### config.mk
export PLATFORM = sky130hd
export DESIGN_NAME = ums_master
export DESIGN_NICKNAME = d
export VERILOG_FILES = /design/src/ums_pkg.sv /design/src/ums_fifo.sv /design/src/ums_master.sv /design/src/ums_tick.sv
export SDC_FILE = /design/constraint.sdc
export NUM_CORES = 1
export LEC_CHECK = 0
export ABC_AREA = 0
export BUFFER_PORTS_ARGS = -buffer_cell sky130_fd_sc_hd__buf_4
export CORE_ASPECT_RATIO = 0.6
export CORE_UTILIZATION = 55
export DETAILED_ROUTE_END_ITERATION = 10
export GPL_ROUTABILITY_DRIVEN = 0
export PLACE_DENSITY = 0.86
export SYNTH_ARGS = -nofsm -noshare
export SYNTH_HDL_FRONTEND = slang
export SYNTH_HIERARCHICAL = 1
export SYNTH_SLANG_ARGS = --single-unit
### constraint.sdc
create_clock -name CLK -period 3.6 [get_ports CLK]
set_input_delay 0.9 -clock CLK [delete_from_list [all_inputs] [get_ports CLK]]
set_output_delay 0.9 -clock CLK [all_outputs]
set_load 0.01 [all_outputs]
### src/ums_pkg.sv
package ums_pkg;
  localparam int DATA_W = 8;
  localparam int BAUD_W = 12;
  localparam logic [BAUD_W-1:0] BAUD_RESET = 12'h000;
  localparam logic [1:0] MODE_MASTER_SPI = 2'h3;
  localparam logic [4:0] FRAME_EDGES = 5'h10;
  localparam logic [4:0] LAST_EDGE = 5'h0F;
  localparam int TX_DEPTH = 4;
  localparam int RX_DEPTH = 2;
  localparam logic SDO_IDLE = 1'h1;
  localparam logic [DATA_W-1:0] DATA_RESET = 8'h00;

  typedef struct packed {
    logic bit_order_bit;
    logic clock_phase_bit;
    logic clock_polarity_bit;
  } ums_cfg_t;

  typedef enum logic {ST_IDLE, ST_SHIFT} ums_state_t;
endpackage

### src/ums_fifo.sv
`timescale 1ns/1ps
module ums_fifo #(
  parameter int WIDTH = 8,
  parameter int DEPTH = 4
) (
  input wire logic clk,
  input wire logic rst_n,
  input wire logic flush,
  input wire logic in_valid,
  output logic in_ready,
  input wire logic [WIDTH-1:0] in_data,
  output logic out_valid,
  input wire logic out_ready,
  output logic [WIDTH-1:0] out_data
);
  localparam int PW = (DEPTH > 1) ? $clog2(DEPTH) : 1;
  localparam int CW = $clog2(DEPTH + 1);
  localparam logic [CW-1:0] FULL_CNT = CW'(DEPTH);
  localparam logic [PW-1:0] LAST_PTR = PW'(DEPTH - 1);

  logic [WIDTH-1:0] mem_q [DEPTH];
  logic [PW-1:0] wr_ptr_q;
  logic [PW-1:0] rd_ptr_q;
  logic [CW-1:0] count_q;
  logic do_wr;
  logic do_rd;

  assign in_ready = (count_q != FULL_CNT);
  assign out_valid = (count_q != '0);
  assign out_data = mem_q[rd_ptr_q];
  assign do_wr = in_valid && in_ready;
  assign do_rd = out_valid && out_ready;

  always_ff @(posedge clk) begin
    if (do_wr) begin
      mem_q[wr_ptr_q] <= in_data;
    end
  end

  always_ff @(posedge clk) begin
    if (!rst_n || flush) begin
      wr_ptr_q <= '0;
      rd_ptr_q <= '0;
      count_q <= '0;
    end else begin
      if (do_wr) begin
        wr_ptr_q <= (wr_ptr_q == LAST_PTR) ? '0 : wr_ptr_q + 1'b1;
      end
      if (do_rd) begin
        rd_ptr_q <= (rd_ptr_q == LAST_PTR) ? '0 : rd_ptr_q + 1'b1;
      end
      if (do_wr && !do_rd) begin
        count_q <= count_q + 1'b1;
      end else if (do_rd && !do_wr) begin
        count_q <= count_q - 1'b1;
      end
    end
  end
endmodule

### src/ums_master.sv
// Function
// RL1 - Twelve bit baud divider, high and low bytes.
// RL2 - Polarity and phase select SPI modes 0-3.
// RL3 - Shift and sample on opposite clock edges.
// RL4 - Software keeps format bits stable during transfers.
// RL5 - Frame is exactly eight data bits.
// RL6 - One bit order setting for both directions.
// RL7 - Next frame follows at once, else output high.
// RL8 - Two bytes sent, complete after the second.
// RL9 - Software sets divider, pin, format, enables first.
// RL10 - Transmitter runs alone; receiver needs the transmitter.
// RL11 - Software holds divider zero while enabling transmitter.
// RL12 - Baud divider resets to zero.
// RL13 - Software clears complete flag before each write.
// RL14 - Transmitter enable required, owns serial output.
// RL15 - Receiver enable optional, owns serial input.
// RL16 - Data write starts a send and receive transfer.
// RL17 - Buffer enters shifter only when shifter free.
// RL18 - Software reads one byte per byte sent.
// RL19 - Overflow keeps older bytes, third of four lost.
// RL20 - Clock rate is system clock over 2(div+1).
// RL21 - Master SPI only when mode select is 11.
// RL22 - Transmit buffer empty flag set after reset.
// RL23 - Framing, overrun, parity flags always read zero.
// RL24 - Idle serial clock rests at polarity level.
`timescale 1ns/1ps
module ums_master #(
  parameter int TX_DEPTH = 4,
  parameter int RX_DEPTH = 2
) (
  input wire logic CLK,
  input wire logic RESET_N,
  input wire logic [1:0] PORT_MODE_SELECT,
  input ums_pkg::ums_cfg_t CFG,
  input wire logic TRANSMITTER_ENABLE_BIT,
  input wire logic RECEIVER_ENABLE_BIT,
  input wire logic CLOCK_PIN_DIRECTION_BIT,
  input wire logic [7:0] BAUD_WDATA,
  input wire logic BAUD_WR_HIGH,
  input wire logic BAUD_WR_LOW,
  input wire logic DATA_WR,
  input wire logic [7:0] DATA_WDATA,
  input wire logic DATA_RD,
  input wire logic TXC_CLEAR,
  output logic [7:0] DATA_RDATA,
  output logic [11:0] BAUD_DIVIDER,
  output logic TX_BUFFER_EMPTY_FLAG,
  output logic TRANSMIT_COMPLETE_FLAG,
  output logic RECEIVE_COMPLETE_FLAG,
  output logic FRAMING_ERROR_FLAG,
  output logic OVERRUN_FLAG,
  output logic PARITY_ERROR_FLAG,
  output logic SERIAL_CLOCK_PIN_O,
  output logic SERIAL_CLOCK_PIN_OE,
  output logic SERIAL_OUT_PIN_O,
  output logic SERIAL_OUT_PIN_OE,
  input wire logic SERIAL_IN_PIN,
  output logic SERIAL_IN_PIN_OWNED
);
  import ums_pkg::*;

  logic [BAUD_W-1:0] baud_q;
  ums_state_t state_q;
  logic [4:0] edge_q;
  logic sck_q;
  logic [DATA_W-1:0] tx_sh_q;
  logic [DATA_W-1:0] rx_sh_q;
  logic txc_q;
  logic sdi_s1_q;
  logic sdi_s2_q;
  logic sdi_s3_q;
  logic sdi_q;
  logic hold_valid_q;
  logic [DATA_W-1:0] hold_q;

  logic mode_ok;
  logic tick;
  logic tx_valid;
  logic [DATA_W-1:0] tx_data;
  logic load;
  logic sample_edge;
  logic shift_edge;
  logic frame_done;
  logic done_rx;
  logic [DATA_W-1:0] rx_next;
  logic rx_in_valid;
  logic rx_in_ready;
  logic [DATA_W-1:0] rx_in_data;
  logic rx_flush;

  assign mode_ok = (PORT_MODE_SELECT == MODE_MASTER_SPI); // [RL21]

  // Divider bytes are written separately, a high write winning in the same cycle;
  // only bits 3:0 of the high byte are kept, as divider bits 11:8.
  always_ff @(posedge CLK) begin
    if (!RESET_N) begin
      baud_q <= BAUD_RESET; // [RL12]
    end else if (BAUD_WR_HIGH) begin
      baud_q[11:8] <= BAUD_WDATA[3:0]; // [RL1]
    end else if (BAUD_WR_LOW) begin
      baud_q[7:0] <= BAUD_WDATA; // [RL1]
    end
  end
  assign BAUD_DIVIDER = baud_q;

  ums_fifo #(
    .WIDTH(DATA_W),
    .DEPTH(TX_DEPTH)
  ) u_tx_fifo (
    .clk(CLK),
    .rst_n(RESET_N),
    .flush(1'b0),
    .in_valid(DATA_WR),
    .in_ready(TX_BUFFER_EMPTY_FLAG), // [RL22]
    .in_data(DATA_WDATA),
    .out_valid(tx_valid),
    .out_ready(load),
    .out_data(tx_data)
  );

  // The half-period tick runs only inside a frame, which gives the
  // fOSC / 2(div+1) serial clock rate.
  ums_tick #(
    .DIV_W(BAUD_W)
  ) u_tick (
    .clk(CLK),
    .rst_n(RESET_N),
    .run(state_q == ST_SHIFT),
    .div(baud_q),
    .tick(tick)
  ); // [RL20]

  // Even edges are leading edges; phase picks which set samples.
  assign sample_edge = tick && (edge_q[0] == CFG.clock_phase_bit); // [RL2]
  assign shift_edge = tick && (edge_q[0] != CFG.clock_phase_bit) &&
                      (edge_q != '0); // [RL3]
  assign frame_done = tick && (edge_q == LAST_EDGE); // [RL5]
  assign load = tx_valid && mode_ok && TRANSMITTER_ENABLE_BIT &&
                ((state_q == ST_IDLE) || frame_done); // [RL16] [RL17]

  always_ff @(posedge CLK) begin
    if (!RESET_N) begin
      state_q <= ST_IDLE;
      edge_q <= '0;
    end else begin
      case (state_q)
        ST_IDLE: begin
          edge_q <= '0;
          if (load) begin
            state_q <= ST_SHIFT; // [RL14]
          end
        end
        ST_SHIFT: begin
          if (frame_done) begin
            edge_q <= '0;
            state_q <= load ? ST_SHIFT : ST_IDLE; // [RL7]
          end else if (tick) begin
            edge_q <= edge_q + 1'b1;
          end
        end
        default: begin
          state_q <= ST_IDLE;
          edge_q <= '0;
        end
      endcase
    end
  end

  always_ff @(posedge CLK) begin
    if (!RESET_N) begin
      sck_q <= 1'b0;
    end else if (state_q == ST_IDLE || frame_done) begin
      sck_q <= 1'b0;
    end else if (tick) begin
      sck_q <= ~sck_q;
    end
  end
  assign SERIAL_CLOCK_PIN_O = sck_q ^ CFG.clock_polarity_bit; // [RL24]
  assign SERIAL_CLOCK_PIN_OE = CLOCK_PIN_DIRECTION_BIT;

  always_ff @(posedge CLK) begin
    if (!RESET_N) begin
      tx_sh_q <= DATA_RESET;
    end else if (load) begin
      tx_sh_q <= tx_data;
    end else if (shift_edge) begin
      tx_sh_q <= CFG.bit_order_bit ? {1'b1, tx_sh_q[7:1]} :
                 {tx_sh_q[6:0], 1'b1}; // [RL6]
    end
  end

  always_comb begin
    if (state_q == ST_SHIFT) begin
      SERIAL_OUT_PIN_O = CFG.bit_order_bit ? tx_sh_q[0] : tx_sh_q[7];
    end else begin
      SERIAL_OUT_PIN_O = SDO_IDLE; // [RL7]
    end
  end
  // Releasing the pin waits for pending data, so a late disable never
  // truncates the frame in the shifter; a queued byte is not loaded until the enable returns.
  assign SERIAL_OUT_PIN_OE = TRANSMITTER_ENABLE_BIT ||
                             (state_q == ST_SHIFT) || tx_valid; // [RL14]

  always_ff @(posedge CLK) begin
    if (!RESET_N) begin
      sdi_s1_q <= 1'b0;
      sdi_s2_q <= 1'b0;
      sdi_s3_q <= 1'b0;
      sdi_q <= 1'b0;
    end else begin
      sdi_s1_q <= SERIAL_IN_PIN;
      sdi_s2_q <= sdi_s1_q;
      sdi_s3_q <= sdi_s2_q;
      if (sdi_s2_q == sdi_s3_q) begin
        sdi_q <= sdi_s3_q;
      end
    end
  end
  assign SERIAL_IN_PIN_OWNED = RECEIVER_ENABLE_BIT; // [RL15]

  always_comb begin
    if (CFG.bit_order_bit) begin
      rx_next = {sdi_q, rx_sh_q[7:1]}; // [RL6]
    end else begin
      rx_next = {rx_sh_q[6:0], sdi_q};
    end
  end

  always_ff @(posedge CLK) begin
    if (!RESET_N) begin
      rx_sh_q <= DATA_RESET;
    end else if (sample_edge) begin
      rx_sh_q <= rx_next; // [RL3]
    end
  end

  // With phase 1 the last sample lands on the final edge itself.
  assign done_rx = frame_done && RECEIVER_ENABLE_BIT; // [RL10]
  assign rx_flush = !RECEIVER_ENABLE_BIT;

  // A byte that finds the buffer full waits in the hold register, and a
  // later arrival overwrites it: the older buffered bytes survive.
  always_ff @(posedge CLK) begin
    if (!RESET_N || rx_flush) begin
      hold_valid_q <= 1'b0;
      hold_q <= DATA_RESET;
    end else if (done_rx) begin
      if (hold_valid_q || !rx_in_ready) begin
        hold_valid_q <= 1'b1;
        hold_q <= CFG.clock_phase_bit ? rx_next : rx_sh_q; // [RL19]
      end
    end else if (hold_valid_q && rx_in_ready) begin
      hold_valid_q <= 1'b0;
    end
  end

  always_comb begin
    if (hold_valid_q) begin
      rx_in_valid = !done_rx;
      rx_in_data = hold_q;
    end else begin
      rx_in_valid = done_rx;
      rx_in_data = CFG.clock_phase_bit ? rx_next : rx_sh_q;
    end
  end

  ums_fifo #(
    .WIDTH(DATA_W),
    .DEPTH(RX_DEPTH)
  ) u_rx_fifo (
    .clk(CLK),
    .rst_n(RESET_N),
    .flush(rx_flush),
    .in_valid(rx_in_valid),
    .in_ready(rx_in_ready),
    .in_data(rx_in_data),
    .out_valid(RECEIVE_COMPLETE_FLAG),
    .out_ready(DATA_RD),
    .out_data(DATA_RDATA)
  );

  // Completion only when nothing follows, so a byte pair reports once.
  always_ff @(posedge CLK) begin
    if (!RESET_N) begin
      txc_q <= 1'b0;
    end else if (frame_done && !load) begin
      txc_q <= 1'b1; // [RL8]
    end else if (TXC_CLEAR) begin
      txc_q <= 1'b0;
    end
  end
  assign TRANSMIT_COMPLETE_FLAG = txc_q;

  assign FRAMING_ERROR_FLAG = 1'b0; // [RL23]
  assign OVERRUN_FLAG = 1'b0; // [RL23]
  assign PARITY_ERROR_FLAG = 1'b0; // [RL23]
endmodule

### src/ums_tick.sv
`timescale 1ns/1ps
module ums_tick #(
  parameter int DIV_W = 12
) (
  input wire logic clk,
  input wire logic rst_n,
  input wire logic run,
  input wire logic [DIV_W-1:0] div,
  output logic tick
);
  logic [DIV_W-1:0] cnt_q;

  // Held at the divider while stopped, so every frame starts a full
  // half period after the load and a zero divider ticks every cycle.
  assign tick = run && (cnt_q == '0);

  always_ff @(posedge clk) begin
    if (!rst_n) begin
      cnt_q <= '0;
    end else if (!run || cnt_q == '0) begin
      cnt_q <= div;
    end else begin
      cnt_q <= cnt_q - 1'b1;
    end
  end
endmodule

==> flow_summary.json, run 1 <==
{
  "cts_root_buffer": "clkbuf_16",
  "area_growth_pct": 18.65,
  "rows": 27,
  "final.min_clock_period_ps": 3358,
  "crit_path_top_delay_cell": "or3_1",
  "numCtsBuffers": 17,
  "die_y_um": 79.52,
  "p_comb_share_pct": 7.1,
  "cp.arrival_ps": 3700,
  "drc": 0,
  "n_antenna_cell": 0,
  "num_vias": 3812,
  "p_clk_share_pct": 48.0,
  "ir_drop_mv": 0.3577,
  "dpl_worst_slack_ps": 151.7,
  "syn_avg_cell_area_um2": 11.57,
  "grt_pass1_vias": 3782,
  "die_w_um": 131.2,
  "endpoint_kind": "flop",
  "p_per_area_mw_per_mm2": 512.5,
  "path_class": "flop to flop",
  "required_ps": 3940,
  "ys_ff_latch": 123,
  "cts.sink_count": 123,
  "gr-total-overflow": 0,
  "p_leak_nw": 2.530,
  "antenna_left": 0,
  "power_mw": 3.349,
  "yosysWarningCount": 6,
  "outcome": "finished, final reports clean",
  "period_share_pct": 93.29,
  "grt_usage_pct": 23.90,
  "worstPathCellList": "or3_1 -> nor3_4 -> and3_2 -> and4_4 -> and2_1 -> nand2_1 -> xnor2_2 -> and2_1 -> ha_1 -> or3_1 -> a21oi_1",
  "max_slew_margin_pct": 53.58,
  "ys_seq_area_share_pct": 53.43,
  "ios": 63,
  "syn_inst": 476,
  "synth_area_mm2": 0.005508,
  "clock_path_buffers": 2,
  "mostFrequentLayoutCells": "dfxtp_1, buf_4, edfxtp_1",
  "instances_no_fill": 672,
  "dieArea_mm2": 0.01043,
  "internal-power_mw": 2.593,
  "seqPwrFrac_pct": 44.9,
  "routed_via_density": 5.673,
  "clock_latency_ps": 410,
  "grt_max_degree": 26,
  "worstMarginPinSlew_ps": 696.3,
  "core_area_mm2": 0.009459,
  "crit_path_start_kind": "flop",
  "htree_num_levels": 4,
  "placed_cells": 639,
  "async_flop_share_pct": 0,
  "dp_hpwl_um": 7716,
  "wl_per_cell_um": 17.06,
  "drt_wl_total_um": 11470,
  "drt-initial-drc-count": 212,
  "finalSetupViolations": 0,
  "initial_utilization_pct": 58.23,
  "cts_tree": "built",
  "worstPathMaxFanout": 8,
  "tns_ps": 0,
  "fin_nets": 573,
  "cpPeakStageDelay_ps": 530,
  "port_buffers": 57,
  "holdBufCountCts": 0,
  "cap_violations": 0,
  "switching_share_pct": 22.58,
  "switching_power_uw": 756.1,
  "slew_viol_final": 0,
  "ys.flop_type": "dfxtp_1",
  "clkTransAtPathRegs_ps": 50,
  "fmax_mhz": 297.8,
  "drive_gt1_share_pct": 27.12,
  "layout_setup_ws_ps": 241.7,
  "drt_pass1_iterations": 5,
  "crit_buf_inv": 0,
  "grt_pass1_wl_um": 18920,
  "final.setup_skew_ps": 6.309,
  "final_common_cell": "dfxtp_1",
  "hold_viol": 0,
  "hold_class": "flop to flop",
  "synth_edf_count": 48,
  "path_delay_family": "simple AND/OR/NAND/NOR gates",
  "rsz0062_at_grt": "no",
  "synth_cell_types": 62,
  "antenna_found_initial": 0
}
==> cell families after synthesis <==
logic type	after synthesis	synth area share, %
fa+ha+maj	12	2.862
buf+inv	45	4.293
flops	123	53.43
other cells	1	0.06809
compound gates	79	9.723
xor+xnor	18	2.862
simple gates	138	13.54
mux	60	13.22
==> power groups by stage <==
stage	logic [mW]	registers, mW	clock network, mW
3_3_place_gp	0.220	1.53	0
5_1_grt	0.261	1.51	1.70
4_1_cts	0.236	1.50	1.63
6_report	0.239	1.50	1.61
2_1_floorplan	0.156	1.53	0
3_5_place_dp	0.232	1.53	0
==> metal layers <==
layer / wire, um / global-route usage (%) / up-vias / share of wire, %
met5: 0 / 0 / - / 0
met4: 204 / 11.18 / 0 / 1.8
met3: 701 / 7.365 / 23 / 6.1
met2: 5548 / 39.73 / 124 / 48
met1: 5012 / 28.78 / 1855 / 44
li1: - / - / 1810 / -
==> sequential cells by signal (all words and copies together) (netlist names), 2 cells and up, named ones only <==
signal and flops:
u_rx_fifo/mem_q 16, u_tx_fifo/wr_ptr_q 2, u_tx_fifo/rd_ptr_q 2, hold_q 8, edge_q 5, u_rx_fifo/count_q 2
tx_sh_q 8, BAUD_DIVIDER 12, u_tx_fifo/count_q 3, u_tick/cnt_q 12, rx_sh_q 8, u_tx_fifo/mem_q 32
==> stage by stage <==
step / hold WS [ps] / area (um2) / utilization, %
2_1_floorplan: 411.9 / 5523 / -
3_3_place_gp: 436.1 / 5948 / 62.88
3_5_place_dp: 426.3 / 5948 / 62.88
4_1_cts: 437.1 / 6507 / 68.80
5_1_grt: 454.1 / 6535 / 69.09
6_report: 432.8 / 6535 / 69.09
==> cell usage after synthesis, types with 8 or more instances <==
cell type	instances	area, um2
a21oi_1	31	155.2
buf_4	8	60.06
clkbuf_1	9	33.78
dfxtp_1	75	1501
edfxtp_1	48	1441
ha_1	11	137.6
inv_1	12	45.04
mux2_2	16	180.2
mux2i_1	30	300.3
mux4_2	8	180.2
nand2_1	34	127.6
nor2_1	43	161.4
o21ai_1	10	50.05
o2bb2ai_1	8	70.07
xnor2_1	10	87.58
xor2_1	8	70.07
==> timing repair <==
| item | 4_1_cts | 5_1_grt |
|---|---|---|
| buffers inserted | 0 | 1 |
| resized for setup | 0 | 5 |
| setup endpoints to repair | 0 | 2 |
==> area by class of cell <==
| class | count | area (um2) |
|---|---|---|
| inverter | 15 | 56.30 |
| multi-input combinational | 312 | 2364 |
| sequential | 123 | 2943 |
| tap | 130 | 162.7 |
| fill | 666 | 2924 |
| clock inverter | 14 | 130.1 |
| timing repair buffer | 60 | 450.4 |
| clock buffer | 18 | 429.2 |
==> worst paths after layout <==
kind                   start              endpoint  slack (ps)  depth (start not counted)
max          u_tick/cnt_q[4]  u_rx_fifo/count_q[1]         240                         11
min                 sdi_s1_q              sdi_s2_q         430                          1
max reg2reg  u_tick/cnt_q[4]  u_rx_fifo/count_q[1]         240                         11
min reg2reg         sdi_s1_q              sdi_s2_q         430                          1
Note: power is estimated with default switching activity, not from simulation.
==> run 2: changes to the inputs <==
Settings changed: CORE_UTILIZATION 55 to 52, PLACE_DENSITY 0.86 to 0.85.
Clock period 3.6 ns to 2.8 ns, I/O delays scaled along.
==> run 2 against run 1 <==
Effect of this change:
- fmax increased by 23%
- flip-flop and latch count unchanged
- total power increased by 29%
- die area increased by 5.7%
- sequential share of layout area decreased by 1.1 points
==> flow_summary.json, run 2 (synthesis gave the netlist of run 1 again) <==
{
  "outcome": "finished, final reports clean",
  "drt_pass1_iterations": 6,
  "finalSetupViolations": 0,
  "worstPathCellList": "inv_2 -> ha_2 -> nor4b_4 -> and3_4 -> and4_4 -> a21boi_2 -> nor2_2 -> o31ai_4 -> ha_2 -> inv_2 -> fa_2 -> xor2_1 -> or3_4 -> a21oi_2",
  "num_vias": 3823,
  "antenna_left": 0,
  "final.min_clock_period_ps": 2739,
  "path_class": "flop to flop",
  "p_per_area_mw_per_mm2": 645.4,
  "drt_wl_total_um": 11340,
  "slew_viol_final": 0,
  "n_antenna_cell": 0,
  "r2r_start": "u_tick/cnt_q[1]",
  "grt_usage_pct": 21.94,
  "grt_pass1_vias": 3730,
  "drive_gt1_share_pct": 31.05,
  "hold_viol": 0,
  "tns_ps": 0,
  "power_mw": 4.336,
  "cts_tree": "built",
  "wl_per_cell_um": 16.45,
  "holdBufCountCts": 0,
  "seqPwrFrac_pct": 44.6,
  "clock_path_buffers": 2,
  "hold_depth": 1,
  "ff2ff_path_depth": 14,
  "routed_via_density": 5.549,
  "max_slew_margin_pct": 50.62,
  "crit_path_start_kind": "flop",
  "clock_latency_ps": 410,
  "antenna_found_initial": 0,
  "top_register": "u_tx_fifo/mem_q",
  "drt-initial-drc-count": 279,
  "final.setup_skew_ps": 12.05,
  "cp.arrival_ps": 3090,
  "rows": 28,
  "ios": 63,
  "crit_buf_inv": 2,
  "hold_start": "sdi_s1_q",
  "fin_nets": 585,
  "crit_path_top_delay_cell": "dfxtp_4",
  "fin_util_pct": 66.59,
  "die_w_um": 134.9,
  "port_buffers": 57,
  "p_leak_nw": 2.609,
  "cap_violations": 0,
  "grt_pass1_wl_um": 18210,
  "p_clk_share_pct": 47.8,
  "switching_share_pct": 21.51,
  "initial_utilization_pct": 54.59,
  "grt_max_degree": 26,
  "hold_class": "flop to flop",
  "cts_root_buffer": "clkbuf_16",
  "largest_reg_flops": 32,
  "path_delay_family": "simple AND/OR/NAND/NOR gates",
  "fmax_mhz": 365.1,
  "mostFrequentLayoutCells": "dfxtp_1, buf_4, edfxtp_1",
  "htree_num_levels": 4,
  "switching_power_uw": 932.6,
  "drc": 0,
  "dpl_cell_area_mm2": 0.006065,
  "nFillCells": 714,
  "rrSetupSlack_ps": 60,
  "hold_end": "sdi_s2_q",
  "area_growth_pct": 21.99,
  "endpoint_kind": "flop",
  "cts.sink_count": 123,
  "r2r-end": "u_tx_fifo/count_q[2]",
  "dp_hpwl_um": 7792,
  "required_ps": 3150,
  "largest_registers": "u_tx_fifo/mem_q: 32 flops, u_rx_fifo/mem_q: 16 flops",
  "clkTransAtPathRegs_ps": 60,
  "cpPeakStageDelay_ps": 360,
  "numCtsBuffers": 17,
  "die_y_um": 81.72,
  "p_comb_share_pct": 7.6,
  "fin_area_mm2": 0.006719,
  "ir_drop_mv": 0.4662,
  "worstMarginPinSlew_ps": 735.7,
  "core_area_mm2": 0.01009,
  "dieArea_mm2": 0.01102,
  "worstPathMaxFanout": 4,
  "internal-power_mw": 3.404,
  "gr-total-overflow": 0,
  "period_share_pct": 97.81
}
==> run 2: cell types whose count changed in the layout (fill, tap and decap cells not counted), moves of 3 or more <==
| cell | change |
|---|---|
| buf_4 | +12 |
| clkbuf_1 | +4 |
| clkinv_2 | -4 |
| clkbuf_8 | +3 |
| dfxtp_1 | -3 |
| inv_1 | -3 |
| inv_2 | +3 |
| or3_4 | +3 |
==> run 2: per-stage QoR <==
| stage | cells | hold slack (ps) | worst slack [ps] |
|---|---|---|---|
| after floorplan | 480 | 411.9 | 0.8047 |
| after global placement | 650 | 435.9 | 82.63 |
| after detailed placement | 650 | 426.2 | -21.02 |
| after CTS | 685 | 443.0 | 13.49 |
| after global routing | 689 | 470.5 | -39.61 |
| final | 689 | 442.3 | 61.18 |
==> run 2: timing repair <==
| item | in CTS | in global routing |
|---|---|---|
| buffers inserted | 3 | 4 |
| gates resized for setup | 2 | 5 |
| pin swaps | 1 | 7 |
| endpoints found under the setup margin | 2 | 3 |
==> run 2: final cells by class <==
type / instances / area, um2 / area share [%]
inverter: 15 / 56.30 / 0.8380
tap: 135 / 168.9 / 2.514
multi-input combinational: 312 / 2430 / 36.16
timing repair buffer: 72 / 540.5 / 8.045
clock buffer: 26 / 510.5 / 7.598
sequential: 123 / 2952 / 43.93
clock inverter: 6 / 61.31 / 0.9125
==> run 2: worst max path at each step <==
stage / startpoint / end / slack (ps) / cells after the start
after floorplan: u_tick/cnt_q[4] / u_rx_fifo/count_q[1] / 0.8 / 13
after global placement: u_tick/cnt_q[4] / u_rx_fifo/count_q[1] / 80 / 11
after detailed placement: u_tick/cnt_q[4] / u_rx_fifo/count_q[1] / -20 / 11
after CTS: u_tick/cnt_q[1] / u_tx_fifo/count_q[2] / 10 / 14
after global routing: u_tick/cnt_q[1] / u_tx_fifo/count_q[2] / -40 / 14
final: u_tick/cnt_q[1] / u_tx_fifo/count_q[2] / 60 / 14
==> run 2: power by group through the flow <==
stage          combinational [mW]  sequential [mW]  clock [mW]
2_1_floorplan               0.210             1.97           0
3_3_place_gp                0.297             1.96           0
3_5_place_dp                0.308             1.97           0
4_1_cts                     0.317             1.93        2.10
5_1_grt                     0.362             1.93        2.18
6_report                    0.331             1.93        2.07
==> run 2: routing by layer <==
| layer | share of wire, % | global-route usage [%] | wire length [um] |
|---|---|---|---|
| met1 | 46 | 28.45 | 5171 |
| met2 | 47 | 36.08 | 5310 |
| met3 | 6.5 | 5.679 | 741 |
| met4 | 1.0 | 7.640 | 115 |
| met5 | 0 | 0 | 0 |
==> run 3: changes to the inputs <==
--- a/config.mk
+++ b/config.mk
@@ -13,3 +13,4 @@
 export GPL_ROUTABILITY_DRIVEN = 0
-export PLACE_DENSITY = 0.85
+export PLACE_DENSITY = 0.75
+export SETUP_SLACK_MARGIN = 0.4
 export SYNTH_ARGS = -nofsm -noshare
==> constraint.sdc (replaced) <==
create_clock -name CLK -period 2.8 [get_ports CLK]
set_input_delay 0.56 -clock CLK [delete_from_list [all_inputs] [get_ports CLK]]
set_output_delay 0.56 -clock CLK [all_outputs]
set_load 0.01 [all_outputs]
==> run 3 against run 2 <==
Effect of this change:
- via count is 2.2% lower
- final cell count is 1.2% higher
- critical path type unchanged
- global-route usage grew 0.15 points
- largest cell class unchanged
- die area is the same
- combinational power up 2%
- total power is 1.4% higher
==> flow_summary.json, run 3 (synthesis gave the netlist of run 1 again) <==
{
  "layout_setup_ws_ps": 150.7,
  "whs_ps": 356.1,
  "path_class": "flop to flop",
  "cp-startpoint": "u_tick/cnt_q[8]",
  "cts_tree": "built",
  "finalSetupViolations": 0,
  "cts.sink_count": 123,
  "fin_area_mm2": 0.006848,
  "area_growth_pct": 24.33,
  "required_ps": 3130,
  "numCtsBuffers": 17,
  "dp_hpwl_um": 7871,
  "p_per_area_mw_per_mm2": 641.9,
  "htree_num_levels": 4,
  "cts_root_buffer": "clkbuf_16",
  "largest_registers": "u_tx_fifo/mem_q: 32 flops, u_rx_fifo/mem_q: 16 flops",
  "outcome": "finished, final reports clean",
  "largest_reg_flops": 32,
  "ios": 63,
  "antenna_left": 0,
  "rsz0062_at_grt": "yes",
  "n_antenna_cell": 0,
  "ir_drop_mv": 0.4206,
  "dieArea_mm2": 0.01102,
  "grt_max_degree": 26,
  "die_w_um": 134.9,
  "drt_pass1_iterations": 4,
  "use_met2_pct": 35.67,
  "num_vias": 3740,
  "switching_share_pct": 21.16,
  "power_mw": 4.396,
  "switching_power_uw": 930.1,
  "rows": 28,
  "drt_wl_total_um": 11220,
  "seqPwrFrac_pct": 43.9,
  "hold_start": "DATA_WDATA[6]",
  "clock_path_buffers": 2,
  "hold_depth": 1,
  "worstMarginPinSlew_ps": 672.0,
  "slew_viol_final": 0,
  "hold_class": "input port to flop",
  "wl_per_cell_um": 16.10,
  "port_buffers": 57,
  "mostFrequentLayoutCells": "buf_4, dfxtp_1, edfxtp_1",
  "fmax_mhz": 377.5,
  "p_leak_nw": 2.662,
  "period_share_pct": 94.62,
  "crit_path_start_kind": "flop",
  "seq_area_mm2": 0.002954,
  "final_common_cell": "buf_4",
  "die_y_um": 81.72,
  "core_area_mm2": 0.01009,
  "endpoint_kind": "flop",
  "clkTransAtPathRegs_ps": 50,
  "drc": 0,
  "nFillCells": 730,
  "grt_usage_pct": 22.09,
  "final.min_clock_period_ps": 2649,
  "clock_latency_ps": 410,
  "fin_util_pct": 67.87,
  "grt_pass1_wl_um": 18190,
  "internal-power_mw": 3.466,
  "drt-initial-drc-count": 176,
  "dpl_cell_area_mm2": 0.006073,
  "grt-busiest-layer": "met2",
  "rrSetupSlack_ps": 150,
  "hold_end": "u_tx_fifo/mem_q[1][6]",
  "drive_gt1_share_pct": 33.81,
  "p_clk_share_pct": 48.4,
  "cp.arrival_ps": 2980,
  "ff2ff_path_depth": 11,
  "grt_pass1_vias": 3672,
  "cap_violations": 0,
  "fin_nets": 593,
  "max_slew_margin_pct": 54.90,
  "gr-total-overflow": 0,
  "hold_viol": 0,
  "met3_usage_pct": 6.975,
  "routed_via_density": 5.366,
  "antenna_found_initial": 0,
  "p_comb_share_pct": 7.7,
  "worstPathMaxFanout": 4,
  "multi_input_area_mm2": 0.002472,
  "initial_utilization_pct": 54.59,
  "top_register": "u_tx_fifo/mem_q",
  "r2r-end": "u_rx_fifo/count_q[1]",
  "r2r_start": "u_tick/cnt_q[8]",
  "final.setup_skew_ps": 11.28,
  "holdBufCountCts": 0,
  "grt.met1_usage_pct": 28.46,
  "dpl_worst_slack_ps": -39.82
}
run 3: final cells by class:
| cell class | count | share of cell area, % |
|---|---|---|
| well taps | 135 | 2.467 |
| clock buffers | 27 | 7.820 |
| multi-input cells | 312 | 36.10 |
| clock inverters | 5 | 0.7857 |
| flip-flops and latches | 123 | 43.14 |
| inverters | 15 | 0.8588 |
| repair buffers | 80 | 8.825 |
run 3: critical path, cell delays in order (launching register included):
cell and delay [ps]:
dfxtp_2 310, or3_4 400, nor3_4 170, and3_4 200, and4_4 260, and2_4 160
nand2_2 50, xnor2_2 130, and2_4 170, ha_4 250, or3_1 360, a21oi_1 120
run 3: metrics by stage:
step | setup TNS (ps) | instances
floorplan | 0 | 480
global placement | 0 | 651
detailed placement | -39.82 | 651
CTS | 0 | 693
global route | 0 | 697
finish | 0 | 697
run 3: layer usage:
metal	routed length, um	up-vias
li1	-	1848
met1	5340	1818
met2	5381	68
met3	453	6
met4	46	0
met5	0	-
run 3: power by group through the flow:
stage	logic, mW	registers (mW)	clock network (mW)
6_report	0.339	1.93	2.13
5_1_grt	0.373	1.93	2.25
4_1_cts	0.330	1.93	2.16
3_5_place_dp	0.314	1.97	0
3_3_place_gp	0.303	1.96	0
2_1_floorplan	0.210	1.97	0
run 3: worst max path at each step:
stage | end | slack (ps)
floorplan | u_rx_fifo/count_q[1] | 6
global placement | u_tx_fifo/count_q[2] | 40
detailed placement | u_tx_fifo/count_q[2] | -40
CTS | u_tx_fifo/count_q[2] | 120
global route | u_tx_fifo/count_q[2] | 60
finish | u_rx_fifo/count_q[1] | 150
run 3: timing repair:
action,4_1_cts,5_1_grt
gates cloned,0,0
buffers inserted,10,4
endpoints found under the setup margin,24,47
resized for setup,10,12
pin swaps,14,6
endpoints found under the hold margin,0,0
